--- src/output_dependency_cfg.svh ---
`ifndef OUTPUT_DEPENDENCY_CFG_SVH
`define OUTPUT_DEPENDENCY_CFG_SVH

// Register offsets
`define OFS_OUT4_T1_PRIMARY 8'h1D
`define OFS_OUT4_T1_SECONDARY 8'h1E
`define OFS_OUT4_T1_LOGIC 8'h1F
`define OFS_OUT4_T2_PRIMARY 8'h20
`define OFS_OUT4_T2_SECONDARY 8'h21
`define OFS_OUT4_T2_LOGIC 8'h22
`define OFS_OUT4_OUTPUT8 8'h23
`define OFS_OUT5_T1_PRIMARY 8'h24
`define OFS_OUT5_T1_SECONDARY 8'h25
`define OFS_OUT5_T1_LOGIC 8'h26
`define OFS_OUT5_OUTPUT8 8'h2A
`define OFS_MANUAL_RESET 8'h40

// Field positions
`define BIT_OUT4_T1_OUTPUT8 0
`define BIT_OUT4_T2_OUTPUT8 1
`define BIT_OUT5_T1_OUTPUT8 0
`define BIT_OUT4_MANUAL_RESET 3
`define BIT_OUT5_MANUAL_RESET 4

// Reset value of every selection byte
`define SEL_RESET 8'h00
// Unmapped read value
`define READ_UNMAPPED 8'h00

// Smaller variant masks: detector five/six, outputs one/two
`define SMALL_DETECTOR_MASK 8'hCF
`define SMALL_LOGIC_MASK 8'hF3
`define FULL_MASK 8'hFF

`endif

--- src/output_dependency_pkg.sv ---
`default_nettype none

package output_dependency_pkg;

   // Fault or assertion condition of every selectable source, 1 = fault
   typedef struct packed {
      logic [5:0] primary_fault;
      logic [5:0] secondary_fault;
      logic [1:0] watchdog_fault;
      logic [3:0] general_logic_inputs;
      logic [7:0] prog_output_asserted;
   } source_type;

   // Configuration bytes held by the block
   typedef struct packed {
      logic [7:0] out4_term1_primary_sel;
      logic [7:0] out4_term1_secondary_sel;
      logic [7:0] out4_term1_logic_sel;
      logic [7:0] out4_term2_primary_sel;
      logic [7:0] out4_term2_secondary_sel;
      logic [7:0] out4_term2_logic_sel;
      logic [7:0] out4_output8_sel;
      logic [7:0] out5_term1_primary_sel;
      logic [7:0] out5_term1_secondary_sel;
      logic [7:0] out5_term1_logic_sel;
      logic [7:0] out5_output8_sel;
      logic [7:0] manual_reset_assert_sel;
   } cfg_type;

endpackage

`default_nettype wire

--- src/output_dependency_matrix.sv ---
`timescale 1ns/1ps
`default_nettype none
`include "output_dependency_cfg.svh"

module output_dependency_matrix #(
   parameter bit SMALL_VARIANT = 1'b0
) (
   // Clock and reset
   input wire logic clk_in,
   input wire logic rst_b_in,
   // Register port
   input wire logic [7:0] reg_addr_in,
   input wire logic [7:0] reg_wdata_in,
   input wire logic reg_wr_in,
   output logic [7:0] reg_rdata_out,
   // Source conditions
   input wire output_dependency_pkg::source_type sources_in,
   input wire logic manual_reset_n_in,
   // Output assertion levels, 1 = asserted
   output logic out4_assert_out,
   output logic out5_assert_out
);
   import output_dependency_pkg::*;

   cfg_type cfg_r;
   cfg_type cfg_nxt;
   logic [7:0] rdata_r;
   logic [7:0] rdata_nxt;
   logic out4_r;
   logic out4_nxt;
   logic out5_r;
   logic out5_nxt;
   logic term41;
   logic term42;
   logic term51;
   logic mr_out4;
   logic mr_out5;
   logic [5:0] out4_po_view;
   logic [5:0] out5_po_view;

   // One product term: every selected source must be free of fault
   function automatic logic term_ok(
      input logic [7:0] pri_sel,
      input logic [7:0] sec_sel,
      input logic [7:0] lgc_sel,
      input logic po8_sel,
      input source_type s,
      input logic [5:0] po_view,
      input logic is_small
   );
      logic [7:0] det_mask;
      logic [7:0] lgc_mask;
      logic po8_use;
      logic hit_pri;
      logic hit_sec;
      logic hit_lgc;
      det_mask = is_small ? `SMALL_DETECTOR_MASK : `FULL_MASK;
      lgc_mask = is_small ? `SMALL_LOGIC_MASK : `FULL_MASK;
      po8_use = po8_sel & ~is_small;
      // Zero bits mask the source out entirely
      hit_pri = |(pri_sel & det_mask &
                  {s.watchdog_fault, s.primary_fault});
      hit_sec = |(sec_sel & det_mask &
                  {s.general_logic_inputs[1:0],
                   s.secondary_fault});
      hit_lgc = |(lgc_sel & lgc_mask &
                  {po_view, s.general_logic_inputs[3:2]});
      // Empty selection gives a true term
      term_ok = ~(hit_pri | hit_sec | hit_lgc |
                  (po8_use & s.prog_output_asserted[7]));
   endfunction

   // Other-output views, bit 0 = lowest listed output
   assign out4_po_view = {sources_in.prog_output_asserted[6],
                          sources_in.prog_output_asserted[5],
                          sources_in.prog_output_asserted[4],
                          sources_in.prog_output_asserted[2],
                          sources_in.prog_output_asserted[1],
                          sources_in.prog_output_asserted[0]};
   assign out5_po_view = {sources_in.prog_output_asserted[6],
                          sources_in.prog_output_asserted[5],
                          sources_in.prog_output_asserted[3],
                          sources_in.prog_output_asserted[2],
                          sources_in.prog_output_asserted[1],
                          sources_in.prog_output_asserted[0]};

   // Product terms
   assign term41 = term_ok(cfg_r.out4_term1_primary_sel,
                           cfg_r.out4_term1_secondary_sel,
                           cfg_r.out4_term1_logic_sel,
                           cfg_r.out4_output8_sel[`BIT_OUT4_T1_OUTPUT8],
                           sources_in, out4_po_view,
                           SMALL_VARIANT);
   assign term42 = term_ok(cfg_r.out4_term2_primary_sel,
                           cfg_r.out4_term2_secondary_sel,
                           cfg_r.out4_term2_logic_sel,
                           cfg_r.out4_output8_sel[`BIT_OUT4_T2_OUTPUT8],
                           sources_in, out4_po_view,
                           SMALL_VARIANT);
   assign term51 = term_ok(cfg_r.out5_term1_primary_sel,
                           cfg_r.out5_term1_secondary_sel,
                           cfg_r.out5_term1_logic_sel,
                           cfg_r.out5_output8_sel[`BIT_OUT5_T1_OUTPUT8],
                           sources_in, out5_po_view,
                           SMALL_VARIANT);

   // Manual reset overrides the terms while held low
   assign mr_out4 = cfg_r.manual_reset_assert_sel[`BIT_OUT4_MANUAL_RESET]
                    & ~manual_reset_n_in;
   assign mr_out5 = cfg_r.manual_reset_assert_sel[`BIT_OUT5_MANUAL_RESET]
                    & ~manual_reset_n_in;

   // Output levels, registered to keep glitches off the pins
   always_comb begin
      out4_nxt = mr_out4 | ~(term41 | term42);
      out5_nxt = mr_out5 | ~term51;
   end

   always_ff @(posedge clk_in or negedge rst_b_in) begin
      if (!rst_b_in) begin
         out4_r <= 1'b0;
         out5_r <= 1'b0;
      end else begin
         out4_r <= out4_nxt;
         out5_r <= out5_nxt;
      end
   end

   // Register writes and read mux; unknown offsets ignore writes
   always_comb begin
      cfg_nxt = cfg_r;
      if (reg_wr_in) begin
         unique case (reg_addr_in)
            `OFS_OUT4_T1_PRIMARY:
               cfg_nxt.out4_term1_primary_sel = reg_wdata_in;
            `OFS_OUT4_T1_SECONDARY:
               cfg_nxt.out4_term1_secondary_sel = reg_wdata_in;
            `OFS_OUT4_T1_LOGIC: cfg_nxt.out4_term1_logic_sel = reg_wdata_in;
            `OFS_OUT4_T2_PRIMARY:
               cfg_nxt.out4_term2_primary_sel = reg_wdata_in;
            `OFS_OUT4_T2_SECONDARY:
               cfg_nxt.out4_term2_secondary_sel = reg_wdata_in;
            `OFS_OUT4_T2_LOGIC: cfg_nxt.out4_term2_logic_sel = reg_wdata_in;
            `OFS_OUT4_OUTPUT8: cfg_nxt.out4_output8_sel = reg_wdata_in;
            `OFS_OUT5_T1_PRIMARY:
               cfg_nxt.out5_term1_primary_sel = reg_wdata_in;
            `OFS_OUT5_T1_SECONDARY:
               cfg_nxt.out5_term1_secondary_sel = reg_wdata_in;
            `OFS_OUT5_T1_LOGIC: cfg_nxt.out5_term1_logic_sel = reg_wdata_in;
            `OFS_OUT5_OUTPUT8: cfg_nxt.out5_output8_sel = reg_wdata_in;
            `OFS_MANUAL_RESET: cfg_nxt.manual_reset_assert_sel = reg_wdata_in;
            default: cfg_nxt = cfg_r;
         endcase
      end
      unique case (reg_addr_in)
         `OFS_OUT4_T1_PRIMARY: rdata_nxt = cfg_r.out4_term1_primary_sel;
         `OFS_OUT4_T1_SECONDARY: rdata_nxt = cfg_r.out4_term1_secondary_sel;
         `OFS_OUT4_T1_LOGIC: rdata_nxt = cfg_r.out4_term1_logic_sel;
         `OFS_OUT4_T2_PRIMARY: rdata_nxt = cfg_r.out4_term2_primary_sel;
         `OFS_OUT4_T2_SECONDARY: rdata_nxt = cfg_r.out4_term2_secondary_sel;
         `OFS_OUT4_T2_LOGIC: rdata_nxt = cfg_r.out4_term2_logic_sel;
         `OFS_OUT4_OUTPUT8: rdata_nxt = cfg_r.out4_output8_sel;
         `OFS_OUT5_T1_PRIMARY: rdata_nxt = cfg_r.out5_term1_primary_sel;
         `OFS_OUT5_T1_SECONDARY: rdata_nxt = cfg_r.out5_term1_secondary_sel;
         `OFS_OUT5_T1_LOGIC: rdata_nxt = cfg_r.out5_term1_logic_sel;
         `OFS_OUT5_OUTPUT8: rdata_nxt = cfg_r.out5_output8_sel;
         `OFS_MANUAL_RESET: rdata_nxt = cfg_r.manual_reset_assert_sel;
         default: rdata_nxt = `READ_UNMAPPED;
      endcase
   end

   // Selection bytes clear at reset so no source is selected
   always_ff @(posedge clk_in or negedge rst_b_in) begin
      if (!rst_b_in) begin
         cfg_r <= {12{`SEL_RESET}};
         rdata_r <= `READ_UNMAPPED;
      end else begin
         cfg_r <= cfg_nxt;
         rdata_r <= rdata_nxt;
      end
   end

   assign reg_rdata_out = rdata_r;
   assign out4_assert_out = out4_r;
   assign out5_assert_out = out5_r;

   // Checks on the dependency logic
   a_out4_wdog_sel: assert property (@(posedge clk_in) disable iff (!rst_b_in)
      cfg_r.out4_term1_primary_sel[6] && sources_in.watchdog_fault[0]
      |-> !term41) else $error("watchdog one ignored by out4 term1");

   a_out4_gpi_sel: assert property (@(posedge clk_in) disable iff (!rst_b_in)
      cfg_r.out4_term1_secondary_sel[7] &&
      sources_in.general_logic_inputs[1]
      |-> !term41) else $error("input two ignored by out4 term1");

   a_out4_po_sel: assert property (@(posedge clk_in) disable iff (!rst_b_in)
      cfg_r.out4_term1_logic_sel[5] && sources_in.prog_output_asserted[4]
      |-> !term41) else $error("output five ignored by out4 term1");

   a_out4_po8_sel: assert property (@(posedge clk_in) disable iff (!rst_b_in)
      !SMALL_VARIANT && cfg_r.out4_output8_sel[1] &&
      sources_in.prog_output_asserted[7]
      |-> !term42) else $error("output eight ignored by term2");

   a_out4_mr_force: assert property (@(posedge clk_in) disable iff (!rst_b_in)
      cfg_r.manual_reset_assert_sel[3] && !manual_reset_n_in
      |=> out4_assert_out) else $error("manual reset missed out4");

   a_out4_t2_pri: assert property (@(posedge clk_in) disable iff (!rst_b_in)
      cfg_r.out4_term2_primary_sel[0] && sources_in.primary_fault[0]
      |-> !term42) else $error("detector one ignored by term2");

   a_out5_pri_sel: assert property (@(posedge clk_in) disable iff (!rst_b_in)
      cfg_r.out5_term1_primary_sel[7] && sources_in.watchdog_fault[1]
      |-> !term51) else $error("watchdog two ignored by out5");

   a_out5_sec_sel: assert property (@(posedge clk_in) disable iff (!rst_b_in)
      cfg_r.out5_term1_secondary_sel[2] && sources_in.secondary_fault[2]
      |-> !term51) else $error("secondary three ignored by out5");

   a_out5_po_sel: assert property (@(posedge clk_in) disable iff (!rst_b_in)
      cfg_r.out5_term1_logic_sel[4] && sources_in.prog_output_asserted[2]
      |-> !term51) else $error("output three ignored by out5");

   a_out5_mr_force: assert property (@(posedge clk_in) disable iff (!rst_b_in)
      cfg_r.manual_reset_assert_sel[4] && !manual_reset_n_in
      |=> out5_assert_out) else $error("manual reset missed out5");

   a_out4_deassert: assert property (@(posedge clk_in) disable iff (!rst_b_in)
      (term41 || term42) && !mr_out4
      |=> !out4_assert_out) else $error("out4 stays asserted");

   a_out5_level: assert property (@(posedge clk_in) disable iff (!rst_b_in)
      !term51 |=> out5_assert_out) else $error("out5 not asserted");

   a_empty_term: assert property (@(posedge clk_in) disable iff (!rst_b_in)
      cfg_r.out5_term1_primary_sel == 8'h00 &&
      cfg_r.out5_term1_secondary_sel == 8'h00 &&
      cfg_r.out5_term1_logic_sel == 8'h00 &&
      cfg_r.out5_output8_sel[0] == 1'b0
      |-> term51) else $error("empty term not true");

   a_small_ignore: assert property (@(posedge clk_in) disable iff (!rst_b_in)
      SMALL_VARIANT && cfg_r.out5_term1_primary_sel == 8'h30
      && cfg_r.out5_term1_secondary_sel == 8'h00
      && cfg_r.out5_term1_logic_sel == 8'h0C
      && cfg_r.out5_output8_sel[0] == 1'b1
      |-> term51) else $error("unused bits not ignored");

   a_reg_write: assert property (@(posedge clk_in) disable iff (!rst_b_in)
      reg_wr_in && reg_addr_in == `OFS_OUT5_OUTPUT8
      |=> cfg_r.out5_output8_sel == $past(reg_wdata_in))
      else $error("register write lost");

   // Output eight, general inputs and zero selections
   a_out5_po8_sel: assert property (@(posedge clk_in) disable iff (!rst_b_in)
      !SMALL_VARIANT && cfg_r.out5_output8_sel[0] &&
      sources_in.prog_output_asserted[7]
      |-> !term51) else $error("output eight ignored by out5");

   a_out4_t1_po8: assert property (@(posedge clk_in) disable iff (!rst_b_in)
      !SMALL_VARIANT && cfg_r.out4_output8_sel[0] &&
      sources_in.prog_output_asserted[7]
      |-> !term41) else $error("output eight ignored by term1");

   a_out4_lgc_gpi: assert property (@(posedge clk_in) disable iff (!rst_b_in)
      cfg_r.out4_term1_logic_sel[0] && sources_in.general_logic_inputs[2]
      |-> !term41) else $error("input three ignored by out4");

   a_out5_sec_gpi: assert property (@(posedge clk_in) disable iff (!rst_b_in)
      cfg_r.out5_term1_secondary_sel[6] && sources_in.general_logic_inputs[0]
      |-> !term51) else $error("input one ignored by out5");

   // Empty term after reset must not hold output four asserted
   a_out4_empty: assert property (@(posedge clk_in) disable iff (!rst_b_in)
      cfg_r.out4_term1_primary_sel == 8'h00 &&
      cfg_r.out4_term1_secondary_sel == 8'h00 &&
      cfg_r.out4_term1_logic_sel == 8'h00 &&
      cfg_r.out4_output8_sel[0] == 1'b0
      |-> term41) else $error("empty out4 term not true");

   // Unselected manual reset must leave the terms in charge
   a_mr_ignored: assert property (@(posedge clk_in) disable iff (!rst_b_in)
      !cfg_r.manual_reset_assert_sel[3] && term41
      |=> !out4_assert_out) else $error("unselected manual reset");

endmodule

`default_nettype wire

--- config.mk ---
export PLATFORM = sky130hd
export DESIGN_NAME = output_dependency_matrix
export DESIGN_NICKNAME = d
export VERILOG_FILES = /design/src/output_dependency_pkg.sv /design/src/output_dependency_matrix.sv
export VERILOG_INCLUDE_DIRS = /design/src /design/src/src
export SDC_FILE = /design/constraint.sdc
export NUM_CORES = 1
export LEC_CHECK = 0
export CAP_MARGIN = 20
export CORE_AREA = 2 2 96 98
export DETAILED_ROUTE_END_ITERATION = 12
export DIE_AREA = 0 0 98 100
export DONT_BUFFER_PORTS = 1
export HOLD_SLACK_MARGIN = 0.1
export PLACE_DENSITY = 0.74
export RECOVER_POWER = 100
export SLEW_MARGIN = 25
export SYNTH_ARGS = -nofsm -noshare
export SYNTH_HDL_FRONTEND = slang
export SYNTH_SLANG_ARGS = --single-unit
--- constraint.sdc ---
create_clock -name clk_in -period 1.55 [get_ports clk_in]
set_input_delay 0.155 -clock clk_in [delete_from_list [all_inputs] [get_ports clk_in]]
set_output_delay 0.155 -clock clk_in [all_outputs]
set_load 0.02 [all_outputs]
==> summary.txt <==
Finish
  • Share of cells above drive strength 1: 0.330
  • Layout Nets: 478
  • N_diodes: 0
  • Final core occ: 0.639
  • Design area: 5680 µm²
  • Final Instance Count excl. Fillers: 548
  • Layout fillers: 705
  • Area Growth Syn to Fin: 10.6%

Timing
  • Worst Clk Skew: 15.8 ps
  • Final WS setup: -32.0 ps
  • Max-slew violation count: 0
  • Hold Vio Cnt, Final: 106
  • Hold slack: -541 ps
  • Tcrit/Tclk final: 1.02
  • Tightest Pin Transition: 571 ps
  • Max-slew headroom: 0.618
  • FMAX: 0.632 GHz
  • # setup viols final: 3
  • Final min period: 1580 ps
  • RSZ-0062 raised after global routing: yes

Synth
  • YS warnings: 0
  • Post-synth top flop: dfrtp_1
  • Synth Cell Area: 5130 µm²
  • FFs w/ async S/R, synth: 1.00
  • Commonest cells in the netlist: dfrtp_1 (106), mux2_2 (98), a22oi_1 (35)
  • Mux share of post-synthesis cell area: 0.239
  • Post-synth cell types: 42
  • Post-synth top area cell: dfrtp_1
  • XOR/XNOR Fraction of Synth Area: 0
  • Top post-synthesis cells by area: dfrtp_1 (52%), mux2_2 (21%), a22oi_1 (5.1%)
  • #FFs+latches synth: 106
  • Share of the synthesized area in the top cell type: 0.517
  • Area share of fa/ha/maj cells after synthesis: 0
  • EDFF count, synth: 0
  • Compound-Gate Fraction of Synth Area: 0.125
  • Sequential cell area fraction in the yosys report: 0.517
  • Largest family of logic cells by synthesized area: multiplexers
  • Synth Area in Simple Gates: 0.0846
  • Most frequent cell after synthesis: dfrtp_1
  • Syn nets: 445
  • Mapped Cells: 399
  • Average size of a mapped cell: 12.9 µm²

Pwr
  • Net switching power: 0.00131 W
  • Comb pwr share: 0.083
  • PwrDens: 918 nW/µm²
  • Reg power frac: 0.584
  • Internal power: 0.00390 W
  • Pleak: 2.67 nW
  • Max IR drop VDD: 0.000599 V
  • Clock power share: 0.332
  • Switching share of total power: 0.252
  • Total chip power: 0.00522 W

Clock network
  • # hold bufs at CTS: 22
  • Clock tree root driver cell: clkbuf_8
  • Clock transition at path regs: 110 ps
  • Post-CTS setup buffer count: 0
  • Clk_lat worst skew: 380 ps
  • Num CTS Buffers: 9
  • H-tree levels: 3
  • CTS tree: yes
  • # clock sinks: 106
  • Clock Path Buffers: 2

Die
  • DIE AREA: 9800 µm²
  • Starting Density: 0.578
  • Die height: 100 µm
  • Die width: 98 µm
  • CORE AREA: 8890 µm²
  • Row Count: 35
  • Io pins: 56

Outcome
  • Status: finished, violations left
  • Failing checks: hold timing, setup timing

Route
  • Initial DRT Pass Iterations: 6
  • Vias: 3901
  • Detail Route Antenna Nets: 0
  • 1st-iter DRT viols: 510
  • Total detailed-routing wirelength: 14.9 mm
  • # DRC: 0
  • Vias/cell: 7.12
  • WL/cell: 27.3 µm

Placed design
  • Placed cells: 510
  • Post-DP Area: 5370 µm²
  • Port Buf Inserts: 0
  • GPL Wtd Cong: 0.991
  • Post-Place Setup Slack: -26.1 ps
  • DP HPWL: 10.8 mm

Global route
  • GRT Overall Usage: 0.315
  • Remaining Overflow, GRT: 0
  • Vias in the first global route: 3837
  • Antenna violations before repair: 0
  • Global-route wire length before repair: 23.1 mm
  • Largest net degree at the start of global routing: 107

Critical path
  • Required time of the critical path: 1780 ps
  • Crit path DAT: 1810 ps
  • Critical path capture point type: flip-flop
  • Crit Path Category: flip-flop to flip-flop
  • Critical path launch point type: flip-flop
  • Maximum fanout along the worst path: 3

Min path
  • Hold crit path type: input port to asynchronous set/reset pin

Run
  • Maxcap violations: 0
logic make-up after synthesis:
| group | Yosys count |
|---|---|
| and+or+nand+nor | 71 |
| AOI/OAI and AO/OA | 82 |
| buffers and inverters | 32 |
| muxes | 108 |
| DFF | 106 |
routing by layer:
| metal | vias up | wire (µm) | global-route usage |
|---|---|---|---|
| met5 | - | 0 | 0 |
| met4 | 0 | 640 | 0.113 |
| met3 | 60 | 1590 | 0.0808 |
| met2 | 289 | 6740 | 0.487 |
| met1 | 1950 | 5980 | 0.437 |
| li1 | 1602 | - | - |
worst max-delay path: stages, from the launching register on:
cell	delay (ps)
dfrtp_1	420
mux2_2	270
a22o_1	200
a222oi_1	370
nand3_1	170
power by group through the flow:
stage | Combinational, W | Sequential [W] | Clock [W]
6_report | 0.000435 | 0.00305 | 0.00173
5_1_grt | 0.000459 | 0.00306 | 0.00186
4_1_cts | 0.000417 | 0.00304 | 0.00174
3_5_place_dp | 0.000326 | 0.00310 | 0
3_3_place_gp | 0.000314 | 0.00309 | 0
2_1_floorplan | 0.000295 | 0.00305 | 0
registers in the layout, summed over array words and instances, names as in the netlist:
name             count
out5_assert_out      1
out4_assert_out      1
cfg_r               96
reg_rdata_out        8
cell type report:
type | instances | area, µm² | area share
Sequential cell | 106 | 2650 | 0.467
Multi-Input combinational cell | 261 | 2280 | 0.401
Clock buffer | 10 | 128 | 0.0225
Clock inverter | 6 | 72.6 | 0.0128
Timing Repair Buffer | 51 | 400 | 0.0705
Inverter | 3 | 11.3 | 0.00198
Tap cell | 111 | 139 | 0.0245
worst paths after layout:
path	slack, ps	endpoint	startpoint	cells past startpoint
max	-30	reg_rdata_out[0]	cfg_r[40]	4
min	-540	cfg_r[91]	rst_b_in	0
max reg2reg	-30	reg_rdata_out[0]	cfg_r[40]	4
min reg2reg	520	cfg_r[43]	cfg_r[43]	1
max in group asynchronous	1950	cfg_r[66]	rst_b_in	0
min in group clk_in	120	cfg_r[89]	reg_wr_in	2
cell usage in the layout (no fill, tap or decap), drive strengths merged, types with 2 or more instances in the layout:
master       instances
nor4b                2
clkinv               2
clkbuf              20
nor2                 5
dlygate4sd3         22
and3                 9
dfrtp              106
a21oi                3
o21ai                7
nor2b                2
mux4                 2
a22oi               35
a222oi               7
a22o                17
and2                 4
mux2i                8
nand3                8
nand4               12
nand2               19
inv                  5
nor3                 6
buf                 19
mux2                98
a221oi               7
through the flow:
step / hold WS (ps) / TNS (ps)
after detailed placement: -136 / -221
after global placement: -135 / 0
final: -541 / -40.9
after floorplan: -141 / 0
after global routing: -566 / -376
after CTS: -543 / 0
repair_timing:
item | in CTS | in global routing
endpoints found under the setup margin | 0 | 2
endpoints found under the hold margin | 207 | 106
gates resized for setup | 0 | 2
No activity file was read; power rests on OpenSTA's default activity.
